$ cat config.mk
export PLATFORM = sky130hd
export DESIGN_NAME = epa_top
export DESIGN_NICKNAME = d
export VERILOG_FILES = /design/src/logic/epa_pkg.sv /design/src/logic/epa_pick.sv /design/src/logic/epa_top.sv
export SDC_FILE = /design/constraint.sdc
export NUM_CORES = 1
export LEC_CHECK = 0
export ABC_AREA = 1
export BUFFER_PORTS_ARGS = -buffer_cell sky130_fd_sc_hd__buf_2
export CORE_MARGIN = 8
export CORE_UTILIZATION = 50
export CTS_CLUSTER_SIZE = 12
export DETAILED_ROUTE_END_ITERATION = 16
export PLACE_DENSITY = 0.73
export RECOVER_POWER = 25
export SLEW_MARGIN = 20
export SYNTH_ARGS = -nofsm -noshare
export SYNTH_HDL_FRONTEND = slang
export SYNTH_SLANG_ARGS = --single-unit
$ cat constraint.sdc
create_clock -name clk_i -period 72.3 [get_ports clk_i]
set_clock_uncertainty 0.1 [all_clocks]
set_input_delay 14.46 -clock clk_i [delete_from_list [all_inputs] [get_ports clk_i]]
set_output_delay 14.46 -clock clk_i [all_outputs]
set_load 0.01 [all_outputs]
$ cat src/logic/epa_pkg.sv
/*
  Shared constants and carrier types of the exception priority arbiter:
  register offsets, field layouts, reset values, exception positions and
  the structs that group the core-facing signals.
  Assumes a 32-bit classic Wishbone register bus and one 50 MHz clock.
*/
package epa_pkg;

  // ----------------------------------------------------------------
  // Sizes
  // ----------------------------------------------------------------
  localparam int NUM_IRQ = 32;          // Interrupt bit positions
  localparam int NUM_SYS = 7;           // Settable system handlers
  localparam int PRIO_W = 3;            // Eight levels
  localparam int POS_W = 6;             // Exception position width
  localparam int NUM_SRC = NUM_SYS + NUM_IRQ;

  // ----------------------------------------------------------------
  // Register byte offsets
  // ----------------------------------------------------------------
  localparam logic [7:0] OFS_IRQ_EN = 8'h00;   // Set-enable, write 1 sets
  localparam logic [7:0] OFS_IRQ_CLR = 8'h04;  // Clear-enable, write 1 clears
  localparam logic [7:0] OFS_IRQ_PEND = 8'h08; // Pending view (read)
  localparam logic [7:0] OFS_CTRL = 8'h0C;     // Grouping, pend bits
  localparam logic [7:0] OFS_STATE = 8'h10;    // State / candidate view
  localparam logic [7:0] OFS_ISTAT = 8'h14;    // Sticky event status, W1C
  localparam logic [7:0] OFS_IMASK = 8'h18;    // Event mask
  localparam logic [7:0] OFS_SYS_PRIO = 8'h1C; // 7 x 4-bit slots
  localparam logic [7:0] OFS_IRQ_PRIO = 8'h20; // 8 words x 4 slots of 8 bits

  // ----------------------------------------------------------------
  // Field positions and reset values
  // ----------------------------------------------------------------
  localparam int CTRL_GROUP_LSB = 0;      // Grouping, 3 bits
  localparam int CTRL_NMI_PEND = 4;       // Software NMI pend
  localparam int CTRL_PSR_PEND = 5;       // Pendable service request pend
  localparam logic [31:0] IRQ_IMPL_MASK = 32'h3FFC_01FF;
  localparam logic [PRIO_W-1:0] PRIO_RST = 3'h0;
  localparam logic [2:0] GROUP_RST = 3'h0;

  // ----------------------------------------------------------------
  // Exception positions
  // ----------------------------------------------------------------
  localparam logic [POS_W-1:0] POS_NONE = 6'h00;
  localparam logic [POS_W-1:0] POS_RESET = 6'h01;
  localparam logic [POS_W-1:0] POS_NMI = 6'h02;
  localparam logic [POS_W-1:0] POS_HARD = 6'h03;
  localparam logic [POS_W-1:0] POS_PSR = 6'h0E;
  localparam logic [POS_W-1:0] POS_TICK = 6'h0F;
  localparam logic [POS_W-1:0] POS_IRQ0 = 6'h10;

  // Sticky event bits
  localparam int EV_ENTRY = 0;
  localparam int EV_CHAIN = 1;
  localparam int EV_RETURN = 2;
  localparam int EV_W = 3;

  // Entry and return sequencing states
  typedef enum logic [3:0] {
    ST_THREAD = 4'h1,
    ST_ENTER = 4'h2,
    ST_SERVICE = 4'h4,
    ST_EXIT = 4'h8
  } epa_state_e;

  // Request from the arbiter to the core
  typedef struct packed {
    logic push;                 // Start automatic state save
    logic fetch;                // Start vector fetch
    logic chain;                // Tail-chain into next handler
    logic pop;                  // Start automatic state restore
    logic [POS_W-1:0] pos;      // Exception position being entered, or left on a pop
  } epa_core_req_s;

  // Completion signals from the core
  typedef struct packed {
    logic push_done;
    logic fetch_done;
    logic pop_done;
    logic handler_done;         // Service routine returned
  } epa_core_ack_s;

  // Sources other than the interrupt lines
  typedef struct packed {
    logic [NUM_SYS-1:0] sys_req; // Settable system handler requests
    logic fault;                 // Fault that failed to activate
  } epa_sys_in_s;

endpackage

$ cat src/logic/epa_pick.sv
/*
  Combinational selector of the most urgent pending request among a set
  of sources, each with a level and an index.
  Assumes levels where lower means more urgent and that source index
  order follows ascending exception position.
*/
`timescale 1ns/1ps
module epa_pick #(
  parameter int N = 39,
  parameter int LW = 4
) (
  input wire logic [N-1:0] valid_i,
  input wire logic [N*LW-1:0] level_i,
  output logic found_o,
  output logic [5:0] index_o,
  output logic [LW-1:0] level_o
);

  // ----------------------------------------------------------------
  // Linear scan; strict compare keeps the lowest index on a tie
  // ----------------------------------------------------------------
  always_comb begin
    found_o = 1'b0;
    index_o = 6'h00;
    level_o = '1;
    for (int i = 0; i < N; i++) begin
      // Earlier index wins equal levels
      if (valid_i[i] && (!found_o || level_i[i*LW +: LW] < level_o)) begin
        found_o = 1'b1;
        index_o = 6'(i);
        level_o = level_i[i*LW +: LW];
      end
    end
  end

endmodule

$ cat src/logic/epa_top.sv
/*
  Exception priority arbiter: holds enables, priorities and grouping,
  picks the most urgent pending request and sequences entry, tail-chain
  and return with the processor core.
  Assumes a classic Wishbone master, one clock, and a core that reports
  each stacking, fetch and handler completion with a one-cycle pulse.
*/
// Design decisions made here: the Wishbone slave port and the register addresses.
`timescale 1ns/1ps
module epa_top (
  input wire logic clk_i,
  input wire logic rst_i,
  // Wishbone slave
  input wire logic cyc_i,
  input wire logic stb_i,
  input wire logic we_i,
  input wire logic [7:0] adr_i,
  input wire logic [3:0] sel_i,
  input wire logic [31:0] dat_i,
  output logic [31:0] dat_o,
  output logic ack_o,
  // Request sources
  input wire logic [31:0] irq_i,
  input wire logic tick_i,
  input wire epa_pkg::epa_sys_in_s sys_i,
  // Core handshake
  input wire epa_pkg::epa_core_ack_s core_ack_i,
  output epa_pkg::epa_core_req_s core_req_o,
  output logic handler_mode_o,
  output logic irq_o
);

  // ----------------------------------------------------------------
  // Declarations
  // ----------------------------------------------------------------
  localparam int N = epa_pkg::NUM_SRC;
  localparam int LW = epa_pkg::PRIO_W + 1;    // Extra top bit for group split
  logic [31:0] irq_s1_q, irq_s2_q;            // Pin synchroniser
  logic tick_s1_q, tick_s2_q;
  logic [31:0] en_q;                          // Interrupt enables
  logic [31:0] pend_q;                        // Latched interrupt pendings
  logic [2:0] group_q;                        // Grouping point
  logic nmi_pend_q, psr_pend_q, tick_pend_q, fault_pend_q;
  logic [epa_pkg::PRIO_W-1:0] iprio_q [32];   // Per-interrupt levels
  logic [epa_pkg::PRIO_W-1:0] sprio_q [epa_pkg::NUM_SYS];
  logic [epa_pkg::EV_W-1:0] istat_q, imask_q;
  epa_pkg::epa_state_e state_q, state_d;
  logic [epa_pkg::POS_W-1:0] act_pos_q;       // Active exception
  logic [LW-1:0] act_grp_q;                   // Its pre-emption group
  logic act_fixed_q;                          // Active is NMI or hard fault
  logic push_ok_q, fetch_ok_q;
  logic ack_q;
  logic [31:0] dat_q;

  // ----------------------------------------------------------------
  // Pin synchronisers: two flops before any logic looks
  // ----------------------------------------------------------------
  always_ff @(posedge clk_i) begin
    irq_s1_q <= irq_i;
    irq_s2_q <= irq_s1_q;
    tick_s1_q <= tick_i;
    tick_s2_q <= tick_s1_q;
  end

  // ----------------------------------------------------------------
  // Bus decode
  // ----------------------------------------------------------------
  wire bus_req = cyc_i && stb_i && !ack_q;
  wire wr = bus_req && we_i;
  wire wr_en = wr && adr_i == epa_pkg::OFS_IRQ_EN;
  wire wr_clr = wr && adr_i == epa_pkg::OFS_IRQ_CLR;
  wire wr_ctrl = wr && adr_i == epa_pkg::OFS_CTRL;
  wire wr_istat = wr && adr_i == epa_pkg::OFS_ISTAT;
  wire wr_imask = wr && adr_i == epa_pkg::OFS_IMASK;
  wire wr_sprio = wr && adr_i == epa_pkg::OFS_SYS_PRIO;
  wire wr_iprio = wr && adr_i[7:5] == epa_pkg::OFS_IRQ_PRIO[7:5] && adr_i[1:0] == 2'h0;
  wire [2:0] iprio_word = adr_i[4:2];
  // Only implemented bits are storable or requestable
  wire [31:0] impl = epa_pkg::IRQ_IMPL_MASK;
  wire [31:0] wmask = {{8{sel_i[3]}}, {8{sel_i[2]}}, {8{sel_i[1]}}, {8{sel_i[0]}}};

  // ----------------------------------------------------------------
  // Enable register: set-enable and clear-enable views
  // ----------------------------------------------------------------
  always_ff @(posedge clk_i) begin
    if (rst_i) begin
      en_q <= 32'h0000_0000;
    end else if (wr_en) begin
      en_q <= en_q | (dat_i & wmask & impl);
    end else if (wr_clr) begin
      en_q <= en_q & ~(dat_i & wmask);
    end
  end

  // ----------------------------------------------------------------
  // Priority registers, all reset to level 0
  // ----------------------------------------------------------------
  always_ff @(posedge clk_i) begin
    if (rst_i) begin
      for (int i = 0; i < 32; i++) iprio_q[i] <= epa_pkg::PRIO_RST;
      for (int i = 0; i < epa_pkg::NUM_SYS; i++) sprio_q[i] <= epa_pkg::PRIO_RST;
    end else begin
      // One byte per interrupt, level in the low bits
      for (int b = 0; b < 4; b++) begin
        if (wr_iprio && sel_i[b]) begin
          iprio_q[{iprio_word, 2'(b)}] <= dat_i[b*8 +: epa_pkg::PRIO_W];
        end
      end
      for (int s = 0; s < epa_pkg::NUM_SYS; s++) begin
        if (wr_sprio && sel_i[s/2]) begin
          sprio_q[s] <= dat_i[s*4 +: epa_pkg::PRIO_W];
        end
      end
    end
  end

  // ----------------------------------------------------------------
  // Control: grouping point and software pends
  // ----------------------------------------------------------------
  logic [5:0] win_idx;
  logic win_found;
  logic [LW-1:0] win_lvl;
  logic [epa_pkg::POS_W-1:0] win_pos;
  logic take;                                 // Candidate accepted this cycle
  wire take_nmi = take && win_pos == epa_pkg::POS_NMI;
  wire take_hard = take && win_pos == epa_pkg::POS_HARD;
  wire take_psr = take && win_pos == epa_pkg::POS_PSR;
  wire take_tick = take && win_pos == epa_pkg::POS_TICK;

  always_ff @(posedge clk_i) begin
    if (rst_i) begin
      group_q <= epa_pkg::GROUP_RST;
      nmi_pend_q <= 1'b0;
      psr_pend_q <= 1'b0;
      tick_pend_q <= 1'b0;
      fault_pend_q <= 1'b0;
    end else begin
      if (wr_ctrl && sel_i[0]) group_q <= dat_i[epa_pkg::CTRL_GROUP_LSB +: 3];
      // Set beats the acceptance that clears it
      nmi_pend_q <= (nmi_pend_q && !take_nmi) || (wr_ctrl && sel_i[0] &&
                    dat_i[epa_pkg::CTRL_NMI_PEND]);
      psr_pend_q <= (psr_pend_q && !take_psr) || (wr_ctrl && sel_i[0] &&
                    dat_i[epa_pkg::CTRL_PSR_PEND]);
      tick_pend_q <= (tick_pend_q && !take_tick) || tick_s2_q;
      fault_pend_q <= (fault_pend_q && !take_hard) || sys_i.fault;
    end
  end

  // ----------------------------------------------------------------
  // Interrupt pending latch; reserved bits never set
  // ----------------------------------------------------------------
  logic [31:0] take_irq;
  always_comb begin
    take_irq = 32'h0000_0000;
    if (take && win_pos >= epa_pkg::POS_IRQ0) begin
      take_irq[5'(win_pos - epa_pkg::POS_IRQ0)] = 1'b1;
    end
  end
  always_ff @(posedge clk_i) begin
    if (rst_i) pend_q <= 32'h0000_0000;
    else pend_q <= ((pend_q & ~take_irq) | irq_s2_q) & impl;
  end

  // ----------------------------------------------------------------
  // Candidate table: index order equals position order
  // Sys slots map to positions 4,5,6,11,12,14,15
  // ----------------------------------------------------------------
  logic [N-1:0] cand_v;
  logic [N*LW-1:0] cand_l;
  logic [epa_pkg::POS_W-1:0] pos_of [N];
  genvar g;
  generate
    for (g = 0; g < N; g++) begin : g_src
      if (g < epa_pkg::NUM_SYS) begin : g_sys
        // Tick and service request slots take their internal pend
        localparam logic [5:0] SP = (g < 3) ? 6'(g + 4) : (g < 5) ? 6'(g + 8) : 6'(g + 9);
        assign pos_of[g] = SP;
        assign cand_v[g] = (g == 5) ? psr_pend_q : (g == 6) ? tick_pend_q : sys_i.sys_req[g];
        assign cand_l[g*LW +: LW] = {1'b0, sprio_q[g]};
      end else begin : g_irq
        localparam int B = g - epa_pkg::NUM_SYS;
        assign pos_of[g] = 6'(B + 16);
        // Pending and enabled only
        assign cand_v[g] = pend_q[B] && en_q[B];
        assign cand_l[g*LW +: LW] = {1'b0, iprio_q[B]};
      end
    end
  endgenerate

  epa_pick #(.N(N), .LW(LW)) u_pick (
    .valid_i(cand_v),
    .level_i(cand_l),
    .found_o(win_found),
    .index_o(win_idx),
    .level_o(win_lvl)
  );

  // ----------------------------------------------------------------
  // Fixed exceptions outrank every settable level
  // ----------------------------------------------------------------
  wire fixed_nmi = nmi_pend_q;
  wire fixed_hard = fault_pend_q && !fixed_nmi;
  assign win_pos = fixed_nmi ? epa_pkg::POS_NMI :
                   fixed_hard ? epa_pkg::POS_HARD : pos_of[win_idx];
  wire any_cand = fixed_nmi || fixed_hard || win_found;

  // Pre-emption part: bits at and above the grouping point
  wire [LW-1:0] grp_mask = LW'(4'hF << group_q);
  wire [LW-1:0] win_grp = win_lvl & grp_mask;

  // NMI beats all but reset, fault beats settable; strict compare
  wire preempt = fixed_nmi ? (act_pos_q != epa_pkg::POS_NMI) :
                 fixed_hard ? !act_fixed_q :
                 (win_found && !act_fixed_q && win_grp < act_grp_q);

  // ----------------------------------------------------------------
  // Entry / return sequencer
  // ----------------------------------------------------------------
  always_comb begin
    state_d = state_q;
    take = 1'b0;
    case (state_q)
      epa_pkg::ST_THREAD: begin
        // Any candidate enters from thread
        if (any_cand) begin
          take = 1'b1;
          state_d = epa_pkg::ST_ENTER;
        end
      end
      epa_pkg::ST_ENTER: begin
        if (push_ok_q && fetch_ok_q) state_d = epa_pkg::ST_SERVICE;
      end
      epa_pkg::ST_SERVICE: begin
        if (core_ack_i.handler_done && any_cand) begin
          // Tail-chain: no pop, no second push
          take = 1'b1;
          state_d = epa_pkg::ST_ENTER;
        end else if (core_ack_i.handler_done) begin
          state_d = epa_pkg::ST_EXIT;
        end else if (any_cand && preempt) begin
          take = 1'b1;
          state_d = epa_pkg::ST_ENTER;
        end
      end
      epa_pkg::ST_EXIT: begin
        if (core_ack_i.pop_done) state_d = epa_pkg::ST_THREAD;
      end
      default: state_d = epa_pkg::ST_THREAD;
    endcase
  end

  wire chaining = state_q == epa_pkg::ST_SERVICE && core_ack_i.handler_done && take;
  epa_pkg::epa_core_req_s req_q;

  always_ff @(posedge clk_i) begin
    if (rst_i) begin
      state_q <= epa_pkg::ST_THREAD;
      act_pos_q <= epa_pkg::POS_NONE;
      act_grp_q <= {1'b1, {epa_pkg::PRIO_W{1'b0}}};
      act_fixed_q <= 1'b0;
      push_ok_q <= 1'b0;
      fetch_ok_q <= 1'b0;
      req_q <= '0;
    end else begin
      state_q <= state_d;
      req_q <= '0;
      if (take) begin
        act_pos_q <= win_pos;
        act_grp_q <= (fixed_nmi || fixed_hard) ? '0 : win_grp;
        act_fixed_q <= fixed_nmi || fixed_hard;
        // Push and fetch start together; on a tail-chain, chain and fetch
        req_q.push <= !chaining;
        req_q.fetch <= 1'b1;
        req_q.chain <= chaining;
        req_q.pos <= win_pos;
        push_ok_q <= chaining;
        fetch_ok_q <= 1'b0;
      end else begin
        if (core_ack_i.push_done) push_ok_q <= 1'b1;
        if (core_ack_i.fetch_done) fetch_ok_q <= 1'b1;
      end
      if (state_q == epa_pkg::ST_SERVICE && state_d == epa_pkg::ST_EXIT) begin
        // Restore on plain return
        req_q.pop <= 1'b1;
        req_q.pos <= act_pos_q;
      end
      if (state_d == epa_pkg::ST_THREAD && state_q == epa_pkg::ST_EXIT) begin
        act_pos_q <= epa_pkg::POS_NONE;
        act_grp_q <= {1'b1, {epa_pkg::PRIO_W{1'b0}}};
        act_fixed_q <= 1'b0;
      end
    end
  end
  assign core_req_o = req_q;
  assign handler_mode_o = state_q != epa_pkg::ST_THREAD;

  // ----------------------------------------------------------------
  // Event status, mask and interrupt line; set wins over clear
  // ----------------------------------------------------------------
  wire [epa_pkg::EV_W-1:0] ev = {req_q.pop, req_q.chain, req_q.push};
  always_ff @(posedge clk_i) begin
    if (rst_i) begin
      istat_q <= '0;
      imask_q <= '0;
    end else begin
      istat_q <= (istat_q & ~(wr_istat && sel_i[0] ? dat_i[epa_pkg::EV_W-1:0] : '0)) | ev;
      if (wr_imask && sel_i[0]) imask_q <= dat_i[epa_pkg::EV_W-1:0];
    end
  end
  assign irq_o = |(istat_q & imask_q);

  // ----------------------------------------------------------------
  // Read mux and single-wait acknowledge
  // ----------------------------------------------------------------
  logic [31:0] iprio_rd, sprio_rd;
  always_comb begin
    iprio_rd = 32'h0000_0000;
    sprio_rd = 32'h0000_0000;
    for (int b = 0; b < 4; b++) iprio_rd[b*8 +: 3] = iprio_q[{iprio_word, 2'(b)}];
    for (int s = 0; s < epa_pkg::NUM_SYS; s++) sprio_rd[s*4 +: 3] = sprio_q[s];
  end
  wire [31:0] rd =
    (adr_i == epa_pkg::OFS_IRQ_EN || adr_i == epa_pkg::OFS_IRQ_CLR) ? en_q :
    adr_i == epa_pkg::OFS_IRQ_PEND ? pend_q :
    adr_i == epa_pkg::OFS_CTRL ? {26'h0, psr_pend_q, nmi_pend_q, 1'b0, group_q} :
    adr_i == epa_pkg::OFS_STATE ? {16'h0, 2'h0, win_pos, 4'h0, state_q} :
    adr_i == epa_pkg::OFS_ISTAT ? {29'h0, istat_q} :
    adr_i == epa_pkg::OFS_IMASK ? {29'h0, imask_q} :
    adr_i == epa_pkg::OFS_SYS_PRIO ? sprio_rd :
    wr_iprio || (adr_i[7:5] == 3'h1 && adr_i[1:0] == 2'h0) ? iprio_rd : 32'h0000_0000;

  always_ff @(posedge clk_i) begin
    if (rst_i) begin
      ack_q <= 1'b0;
      dat_q <= 32'h0000_0000;
    end else begin
      ack_q <= bus_req;
      if (bus_req && !we_i) dat_q <= rd;
    end
  end
  assign ack_o = ack_q;
  assign dat_o = dat_q;
endmodule
# Word level (Yosys, flattened, before mapping)
# Memories as Yosys holds them, arrays and structs flattened.
# Cells that the tools add are included.
[totals]
rom_bits = 384
in_bits = 94
ff_bits = 188
n_memories = 3
mem_bits_rw = 117
wordCells = 535
[mem_list]
columns = ["memory", "words", "width", "rd", "rd_clocked_by_memory_dff", "wr", "line_no", "text"]
rows = [
  ["(name not given)", 64, 6, 1, 0, 0, "epa_top.sv:204", "fixed_hard ? epa_pkg::POS_HARD : pos_of[win_idx];"],
  ["iprio_q", 32, 3, 36, 0, 32, "epa_top.sv:44", "logic [epa_pkg::PRIO_W-1:0] iprio_q [32];"],
  ["sprio_q", 7, 3, 7, 0, 7, "epa_top.sv:45", "logic [epa_pkg::PRIO_W-1:0] sprio_q [epa_pkg::NUM_SYS];"],
]
[classes]
addsub = 1
n_eq_ne = 20
reduce_logical = 221
shifts = 1
bitwise = 21
muxes = 199
magnitude_cmp = 43
[ops]
columns = ["operator", "count"]
rows = [
  ["two-way mux 4 bit", 54],
  ["two-way mux 27 bit", 6],
  ["less-than comparator 3 x 4 -> 1 bit", 38],
  ["logical AND 1 bit", 105],
  ["two-way mux 5 bit", 20],
  ["two-way mux 32 bit", 3],
  ["two-way mux 1 bit", 79],
  ["two-way mux 6 bit", 12],
  ["bitwise AND 32 bit", 2],
  ["two-way mux 30 bit", 2],
  ["two-way mux 3 bit", 16],
  ["logical NOT 1 bit", 47],
  ["logical OR 1 bit", 46],
  ["== test 8 x 5 -> 1 bit (second input constant)", 4],
  ["inverter 32 bit", 1],
  ["bitwise OR 32 x 30 -> 32 bit", 1],
  ["bitwise AND 30 bit", 1],
  ["inverter 30 bit", 1],
  ["bitwise OR 30 bit", 1],
  ["== test 8 x 4 -> 1 bit (second input constant)", 2],
  ["case mux 4 bit (4 select lines)", 1],
  ["OR reduction 3 bit", 5],
  ["== test 6 x 2 -> 1 bit (second input constant)", 2],
  ["== test 6 x 4 -> 1 bit (second input constant)", 2],
  ["other kinds (31)", 55],
]

# Depth between registers and ports, before layout
# Gate-level depths: netlist (run 1).
# An unclocked memory read counts as a cell.
[logic_depth]
word_depth = 169
depth_mapped = 257

# Modules after synthesis
# Synthesis (run 1) repeated with hierarchy kept, for this count alone.
[hier_totals]
cells_unflattened = 2865
area_unflattened_um2 = 19522.5
[modules_own_cells]
columns = ["mod", "area_each_um2", "cells_per_inst", "seq_area_each_um2", "n_inst"]
rows = [
  ["epa_top", 12144.1, 1405, 6916.6, 1],
  ["epa_pick", 7378.3, 1460, 0.0, 1],
]

# Least setup slack after synthesis (run 1)
# OpenSTA, ideal clock, no wires.
[synth_path]
path_kind = "input to register"
startpoint = "input sys_i[1] (netlist name)"
endpoint = "register pend_q[0]"
path_stages = 228
slack_ns = 33.703
setup_time_ns = 0.132
path_buffers = 1
arrival_ns = 38.364
path_cell_list = "inv_1 nor2_1 ha_1 inv_1 a21oi_1 nand2_1 nand2_1 nand2_2 nand2_2 o21ai_0 ha_1 nand2_1 clkinv_1 nand2_1 nand2_1 nand2_2 nand2_2 o21ai_0 [192 not listed] inv_1 nor2_1 nand2_2 nand3_4 nand2_1 inv_1 ha_1 nand2_1 ha_1 nand2_1 inv_1 nor4_2 inv_2 nand2_1 buf_1 nand3_1 nand2_1 a21oi_1"
[synth_via]
elab_chain_cells = 168
word_cells_on_any_way = 300
[synth_lines]
columns = ["item", "line_no", "text"]
rows = [
  ["start: declaration", "epa_top.sv:25", "input wire epa_pkg::epa_sys_in_s sys_i,"],
  ["two-way mux 4 bit / two-way mux 1 bit (equally long branches)", "epa_pick.sv:28", "if (valid_i[i] && (!found_o || level_i[i*LW +: LW] < level_o)) begin"],
  ["less-than comparator 3 x 4 -> 1 bit / logical NOT 1 bit (equally long branches)", "epa_pick.sv:28", ""],
  ["logical OR 1 bit", "epa_pick.sv:28", ""],
  ["logical AND 1 bit", "epa_pick.sv:28", ""],
  ["two-way mux 4 bit / two-way mux 1 bit (equally long branches)", "epa_pick.sv:28", ""],
  ["less-than comparator 3 x 4 -> 1 bit / logical NOT 1 bit (equally long branches)", "epa_pick.sv:28", ""],
  ["logical OR 1 bit", "epa_pick.sv:28", ""],
  ["logical AND 1 bit", "epa_pick.sv:28", ""],
  ["[152 not listed]", "n/a", ""],
  ["less-than comparator 5 x 6 -> 1 bit (not written as such), or another cell as far along", "epa_top.sv:156", "take_irq[5'(win_pos - epa_pkg::POS_IRQ0)] = 1'b1;"],
  ["logical AND 1 bit (not written as such) / two-way mux 1 bit (equally long branches)", "epa_top.sv:156, epa_top.sv:234", ""],
  ["two-way mux 1 bit (not written as such) / case mux 1 bit (2 select lines) (equally long branches)", "epa_top.sv:156, epa_top.sv:222", ""],
  ["demux 1 bit (select 5 bit) / logical AND 1 bit (equally long branches)", "epa_top.sv:156, epa_top.sv:155", ""],
  ["two-way mux 30 bit *", "epa_top.sv:155", "if (take && win_pos >= epa_pkg::POS_IRQ0) begin"],
  ["inverter 30 bit *", "epa_top.sv:161", "else pend_q <= ((pend_q & ~take_irq) | irq_s2_q) & impl;"],
  ["bitwise AND 30 bit *", "epa_top.sv:161", ""],
  ["bitwise OR 30 bit *", "epa_top.sv:161", ""],
  ["end signal: assignment", "epa_top.sv:161", ""],
  ["end: declaration", "epa_top.sv:41", "logic [31:0] pend_q;"],
]
# Mark *: on every way between the ends. The rest lies on a longest branch, timed or not. The select of a mux whose other input is x is not followed.
# A chain may end at the register's enable or synchronous reset.

# Worst setup path after layout (run 1)
[layout_path]
startpoint = "input sys_i[1] (netlist name)"
endpoint = "register pend_q[18]"
# The elaborated chain is that of the path after synthesis.

==> results of run 1 <==
[metal layers]
layer  GRT usage (%)  vias to the layer above  wire length [um]
li1                -                     7255                 -
met1            33.7                     6830             19900
met2            41.6                      805             21800
met3            5.40                      144              5270
met4            10.9                        4              2290
met5               0                        -                22
[metrics by stage]
step | instance area, um2 | hold slack [ns] | utilization [%]
6_report | 17400 | 0.223 | 56.6
5_1_grt | 17400 | 0.228 | 56.6
4_1_cts | 17400 | 0.225 | 56.8
3_5_place_dp | 16600 | 0.212 | 54.1
3_3_place_gp | 16600 | 0.211 | 54.1
2_1_floorplan | 15600 | 0.210 | -
[cells in the mapped netlist (11+ instances only)]
master,n
nand4_1,11
edfxtp_1,117
inv_1,292
nand3_1,190
ha_1,39
o21ai_0,112
o211ai_1,12
nor2_1,256
clkbuf_1,41
clkinv_1,35
nand2_1,524
a21oi_1,123
inv_2,12
a31oi_1,14
dfxtp_1,170
nor3_1,29
nand2_2,32
nand2_4,25
o22ai_1,44
[report_power, final]
group / leakage, nW / switching [mW] / internal, mW
clock: 0.401 / 0.0593 / 0.0754
combinational: 5.16 / 0.0579 / 0.0275
sequential: 2.58 / 0.00546 / 0.176
total: 8.15 / 0.123 / 0.278
[worst max path at each step]
stage	slack (ns)	end
floorplan	33.70	pend_q[0]$_SDFF_PP0_
global placement	30.01	pend_q[18]$_SDFF_PP0_
detailed placement	29.43	pend_q[18]$_SDFF_PP0_
CTS	29.85	pend_q[18]$_SDFF_PP0_
global route	26.42	pend_q[18]$_SDFF_PP0_
finish	29.87	pend_q[18]$_SDFF_PP0_
[area by class of cell]
| cell class | count | area [um2] |
|---|---|---|
| Clock inverter | 2 | 10.0 |
| Multi-Input combinational cell | 1470 | 7170 |
| Timing Repair Buffer | 140 | 671 |
| Tap cell | 396 | 495 |
| Fill cell | 2901 | 13300 |
| Antenna cell | 1 | 2.50 |
| Inverter | 340 | 1280 |
| Clock buffer | 44 | 805 |
| Sequential cell | 287 | 6920 |
[cells by family (layout without fill, tap and decap cells)]
logic type | count (synthesis) | in the layout | synth area share [%]
DFF | 287 | 287 | 44.3
and+or+nand+nor | 1083 | 1083 | 30.2
adders and majority gates | 39 | 39 | 3.13
AOI/OAI and AO/OA | 348 | 348 | 12.6
buffers and inverters | 398 | 526 | 9.82
other | 0 | 1 | 0
[worst max-delay path: cells and delay by family]
kind / cells / cell delay (ns)
adder cells (fa/ha/maj): 29 / 7.99
AND/OR/NAND/NOR: 139 / 11.71
AO/OA/AOI/OAI: 28 / 6.61
buffers and inverters: 30 / 1.79
[flip-flops by register name, indices dropped and copies added (netlist names), 3 cells and up, named ones only]
| signal | cells |
|---|---|
| iprio_q | 96 |
| pend_q | 21 |
| act_pos_q | 6 |
| istat_q | 3 |
| state_q | 4 |
| group_q | 3 |
| imask_q | 3 |
| irq_s2_q | 21 |
| en_q | 11 |
| dat_o | 32 |
| sprio_q | 21 |
| act_grp_q | 4 |
| irq_s1_q | 21 |
| core_req_o | 10 |
[cell usage in the layout, fill, tap and decap left out, types with 3 or more instances in the layout]
cell / count
nand2_1: 524
inv_1: 292
nor2_1: 255
nand3_1: 190
dfxtp_1: 170
a21oi_1: 123
edfxtp_1: 117
o21ai_0: 112
buf_2: 80
clkbuf_1: 59
o22ai_1: 44
ha_1: 39
clkinv_1: 35
nand2_2: 32
clkbuf_16: 29
nor3_1: 27
nand2_4: 25
a31oi_1: 14
inv_2: 12
o211ai_1: 12
buf_4: 12
nand4_1: 11
o21ai_1: 8
nor4_1: 8
a221oi_1: 7
o311ai_0: 7
o21a_1: 4
a211oi_1: 4
o2111ai_1: 4
a22oi_1: 3
==> flow_metrics.py, run 1 <==
metrics = {
    "timing": {
        "finalHoldViolations": 0,
        "maxSlewHeadroom_pct": -108,
        "finalSetupViolations": 0,
        "layout_setup_ws_ns": 29.87,
        "drv_slew": 132,
        "worst_pin_slew_ns": 3.11,
        "finalCritPeriodShare_pct": 58.7,
        "clock.fmax_mhz": 23.6,
        "rsz0062_at_grt": "false",
        "tns_ns": 0,
        "finalCriticalPeriod_ns": 42.43,
    },
    "synth": {
        "netlist_area_um2": 15600,
        "syn-mean-instance-area_um2": 7.24,
        "async_reset_ff_share_pct": 0,
        "ys_warn_count": 0,
        "ys_seq_area_share_pct": 44.3,
        "synth_seq_cells": 287,
        "synthTopCellsByArea": "edfxtp_1 (23%), dfxtp_1 (22%), nand2_1 (13%), inv_1 (7.0%), nor2_1 (6.2%)",
        "synth_top_area_cell": "edfxtp_1",
        "synth-edff-count": 117,
        "ys_types": 42,
        "netlist.area_leader.share_pct": 22.5,
        "synth_flop_cell": "dfxtp_1",
        "syn_nets": 2288,
        "synthCells": 2155,
    },
    "critical_path": {
        "cp_common_cell": "nand2_1",
        "timing_worst_setup_path_type": "input port to flip-flop",
        "reg2reg_slack_ns": 43.55,
        "r2r_cells": 224,
        "cpPeakStageDelay_ns": 0.59,
        "cp-startpoint": "sys_i[1]",
        "cp-start-kind": "input port",
        "end_kind": "flip-flop",
        "critPathSlowestCell": "nand2_1",
        "critPathRequiredTime_ns": 72.49,
        "cp_data_arrival_time_ns": 42.61,
        "r2r_end": "pend_q[18]$_SDFF_PP0_",
        "reg2reg_from": "sprio_q[0][2]$_SDFFCE_PN0P_",
        "cp_max_fo": 22,
    },
    "clock_tree": {
        "clk_pin_slew_worst_paths_ns": 0.06,
        "cts_tree": "done",
        "post_cts_buffers": 0,
        "htree_levels": 1,
        "clockRootBuffer": "clkbuf_16",
        "clock-sinks": 287,
        "ctsResizeCount": 0,
        "ctsHoldBuffers": 0,
        "cts_made_buffers": 28,
        "cts_buffer_depth": 3,
        "clkLatencyLatePin_ns": 0.55,
    },
    "worst_hold_path": {
        "whs_path_depth": 0,
        "hold_path.startpoint": "irq_s1_q[20]$_DFF_P_",
        "hold_class": "flip-flop to flip-flop",
        "min_to": "irq_s2_q[20]$_DFF_P_",
    },
    "layout": {
        "final_cells": 2680,
        "syn_to_final_growth_pct": 11.2,
        "final_nets": 2400,
        "drive_gt1_share_pct": 9.02,
    },
    "route": {
        "dr_total_vias": 15038,
        "drt_iter0_drc": 1525,
        "first_pass_iters": 6,
        "detail_route.wl_per_cell_um": 18.4,
        "drc": 0,
        "viasPerCell": 5.61,
        "routed_wl_mm": 49.3,
        "ant_nets": 0,
    },
    "pwr": {
        "p_total_uw": 401,
        "vdd_drop_max_v": 0.0000196,
        "p_leak_nw": 8.15,
        "power_density_nw_per_um2": 23.1,
    },
    "floorplan": {
        "dieWidth_um": 193,
        "rows": 64,
        "core-area_um2": 30700,
        "io_pins": 139,
        "die_area_um2": 37100,
        "fp.dieH_um": 193,
        "start_util_pct": 50.9,
    },
    "grt": {
        "grt_use_total_pct": 26.0,
        "grt_max_degree": 67,
        "grt_overflow": 0,
        "antenna_found_initial": 3,
        "grt_pass1_wl_mm": 75.8,
        "grt_pass1_vias": 14184,
    },
    "place": {
        "gp_congestion": 0.971,
        "dp_slack_ns": 29.43,
        "dp_cells": 2633,
        "hpwl_mm": 37.1,
        "portBuffers": 125,
    },
    "run_status": {
        "violations": "max-capacitance violations, max-slew violations",
        "status": "finished with violations",
    },
    "job": {
        "cap_violations": 2,
    },
}
(Power assumes the default switching activity.)
==> inputs of run 2 (changes only) <==
Clock period 72.3 ns to 41.8 ns, I/O delays scaled along.
==> run 2 against run 1 <==
Effect of this change:
- clock power grew 73%
- first-iteration DRC count grew 0.39%
- clock-buffer cell count is the same
- sequential cell count is the same
- design area is essentially flat
- utilization is essentially flat
- wire length is essentially flat
- global-route usage shrank 0.058 points
- setup slack lost 24 ns
- non-clock buffer count is the same
- the flow still finishes with violations (max-capacitance violations, max-slew violations)
- critical path depth is the same
- total power grew 73%
==> flow_metrics.py, run 2 (synthesized netlist as in run 1, its figures left out) <==
metrics = {
    "run_status": {
        "status": "finished with violations",
        "violations": "max-capacitance violations, max-slew violations",
    },
    "floorplan": {
        "die_area_um2": 37100,
        "io_pins": 139,
        "start_util_pct": 50.9,
        "core-area_um2": 30700,
        "dieWidth_um": 193,
        "rows": 64,
        "fp.dieH_um": 193,
    },
    "pwr": {
        "p_sw_share_pct": 30.8,
        "power_density_nw_per_um2": 40.1,
        "p_switching_uw": 214,
        "internal-power_uw": 481,
        "power_frac_clock_pct": 33.7,
        "seqPwrFrac_pct": 45.1,
        "p_leak_nw": 8.14,
        "p_total_uw": 695,
        "pwr-share-comb_pct": 21.2,
        "vdd_drop_max_v": 0.0000383,
    },
    "timing": {
        "rsz0062_at_grt": "false",
        "clock.fmax_mhz": 27.5,
        "tns_ns": 0,
        "finalSetupViolations": 0,
        "fin_hold_ws_ns": 0.225,
        "finalHoldViolations": 0,
        "worst_pin_slew_ns": 3.18,
        "finalCriticalPeriod_ns": 36.39,
        "finalCritPeriodShare_pct": 87.1,
        "maxSlewHeadroom_pct": -112,
        "drv_slew": 124,
    },
    "critical_path": {
        "cp_data_arrival_time_ns": 36.58,
        "cp-startpoint": "sys_i[1]",
        "cp-start-kind": "input port",
        "timing_worst_setup_path_type": "input port to flip-flop",
        "critPathSlowestCell": "nand2_1",
        "cpPeakStageDelay_ns": 0.58,
        "cp_max_fo": 22,
        "end_kind": "flip-flop",
        "cp_common_cell": "nand2_1",
        "critPathRequiredTime_ns": 42.00,
        "reg2reg_from": "sprio_q[0][2]$_SDFFCE_PN0P_",
    },
    "layout": {
        "final_cell_mix": "nand2_1 (524), inv_1 (292), nor2_1 (255)",
        "drive_gt1_share_pct": 8.90,
        "n_antenna_cell": 0,
        "final_nets": 2400,
        "syn_to_final_growth_pct": 11.1,
        "largest_reg_flops": 96,
        "final_common_cell": "nand2_1",
        "regMostFlops": "iprio_q",
        "utilization_pct": 56.6,
    },
    "route": {
        "detail_route.wl_per_cell_um": 18.4,
        "drt_iter0_drc": 1531,
        "viasPerCell": 5.61,
        "routed_wl_mm": 49.2,
        "dr_total_vias": 15022,
        "first_pass_iters": 6,
        "ant_nets": 0,
        "drc": 0,
    },
    "job": {
        "cap_violations": 2,
    },
    "clock_tree": {
        "ctsHoldBuffers": 0,
        "clockRootBuffer": "clkbuf_16",
        "clock-sinks": 287,
        "clkLatencyLatePin_ns": 0.56,
        "htree_levels": 1,
        "cts_made_buffers": 28,
        "post_cts_buffers": 0,
        "cts_tree": "done",
        "clk_pin_slew_worst_paths_ns": 0.06,
        "cts_buffer_depth": 3,
        "ctsResizeCount": 0,
    },
    "place": {
        "portBuffers": 125,
        "hpwl_mm": 36.9,
        "gp_congestion": 0.964,
    },
    "grt": {
        "grt_pass1_wl_mm": 75.6,
        "grt_use_met3_pct": 5.60,
        "met1_usage_pct": 33.1,
        "grt_pass1_vias": 13949,
        "grtUsageMet2_pct": 42.3,
        "grt_overflow": 0,
        "grt_use_total_pct": 25.9,
        "antenna_found_initial": 2,
        "top_usage_layer": "met2",
        "grt_max_degree": 65,
    },
    "worst_hold_path": {
        "hold_path.startpoint": "irq_s1_q[7]$_DFF_P_",
        "hold_class": "flip-flop to flip-flop",
    },
}
run 2: changes by cell type in the layout (fill, tap and decap cells not counted):
cell	previous run	this run
clkinv_2	2	0
clkbuf_2	2	0
clkinv_4	0	1
diode_2	1	0
clkbuf_1	59	61
run 2: final timing paths:
path,to,slack (ns),depth (start not counted)
max,pend_q[18]$_SDFF_PP0_,5.41,226
min,irq_s2_q[7]$_DFF_P_,0.22,0
max reg2reg,pend_q[18]$_SDFF_PP0_,13.00,224
min reg2reg,irq_s2_q[7]$_DFF_P_,0.22,0
run 2: final cells by class:
| cell class | count | area, um2 |
|---|---|---|
| flip-flops and latches | 287 | 6920 |
| repair buffers | 140 | 671 |
| well taps | 396 | 495 |
| inverters | 340 | 1280 |
| fillers | 2860 | 13300 |
| clock inverters | 1 | 8.76 |
| multi-input cells | 1470 | 7170 |
| clock buffers | 44 | 802 |
run 2: through the flow:
step	std cells	setup slack, ns	instance area [um2]
3_5_place_dp	2633	4.96	16600
4_1_cts	2678	5.40	17400
5_1_grt	2678	1.77	17300
3_3_place_gp	2633	5.62	16600
6_report	2678	5.41	17300
2_1_floorplan	2155	9.30	15600
run 2: worst max-delay path, delay by kind of cell:
kind | cells | cell delay (ns)
AOI/OAI and AO/OA | 28 | 6.64
buffers and inverters | 30 | 1.81
adders and majority gates | 29 | 8.02
and+or+nand+nor | 139 | 11.69
run 2: per-layer routing:
metal | up-vias | wire (um)
met3 | 133 | 5100
li1 | 7256 | -
met1 | 6840 | 19800
met2 | 789 | 22300
met5 | - | 28
met4 | 4 | 2000
run 2: power groups by stage:
stage	sequential, mW	combinational [mW]	clock, mW
detailed placement	0.319	0.146	0
CTS	0.313	0.147	0.234
global placement	0.318	0.142	0
global route	0.314	0.168	0.246
floorplan	0.316	0.111	0
finish	0.313	0.147	0.234
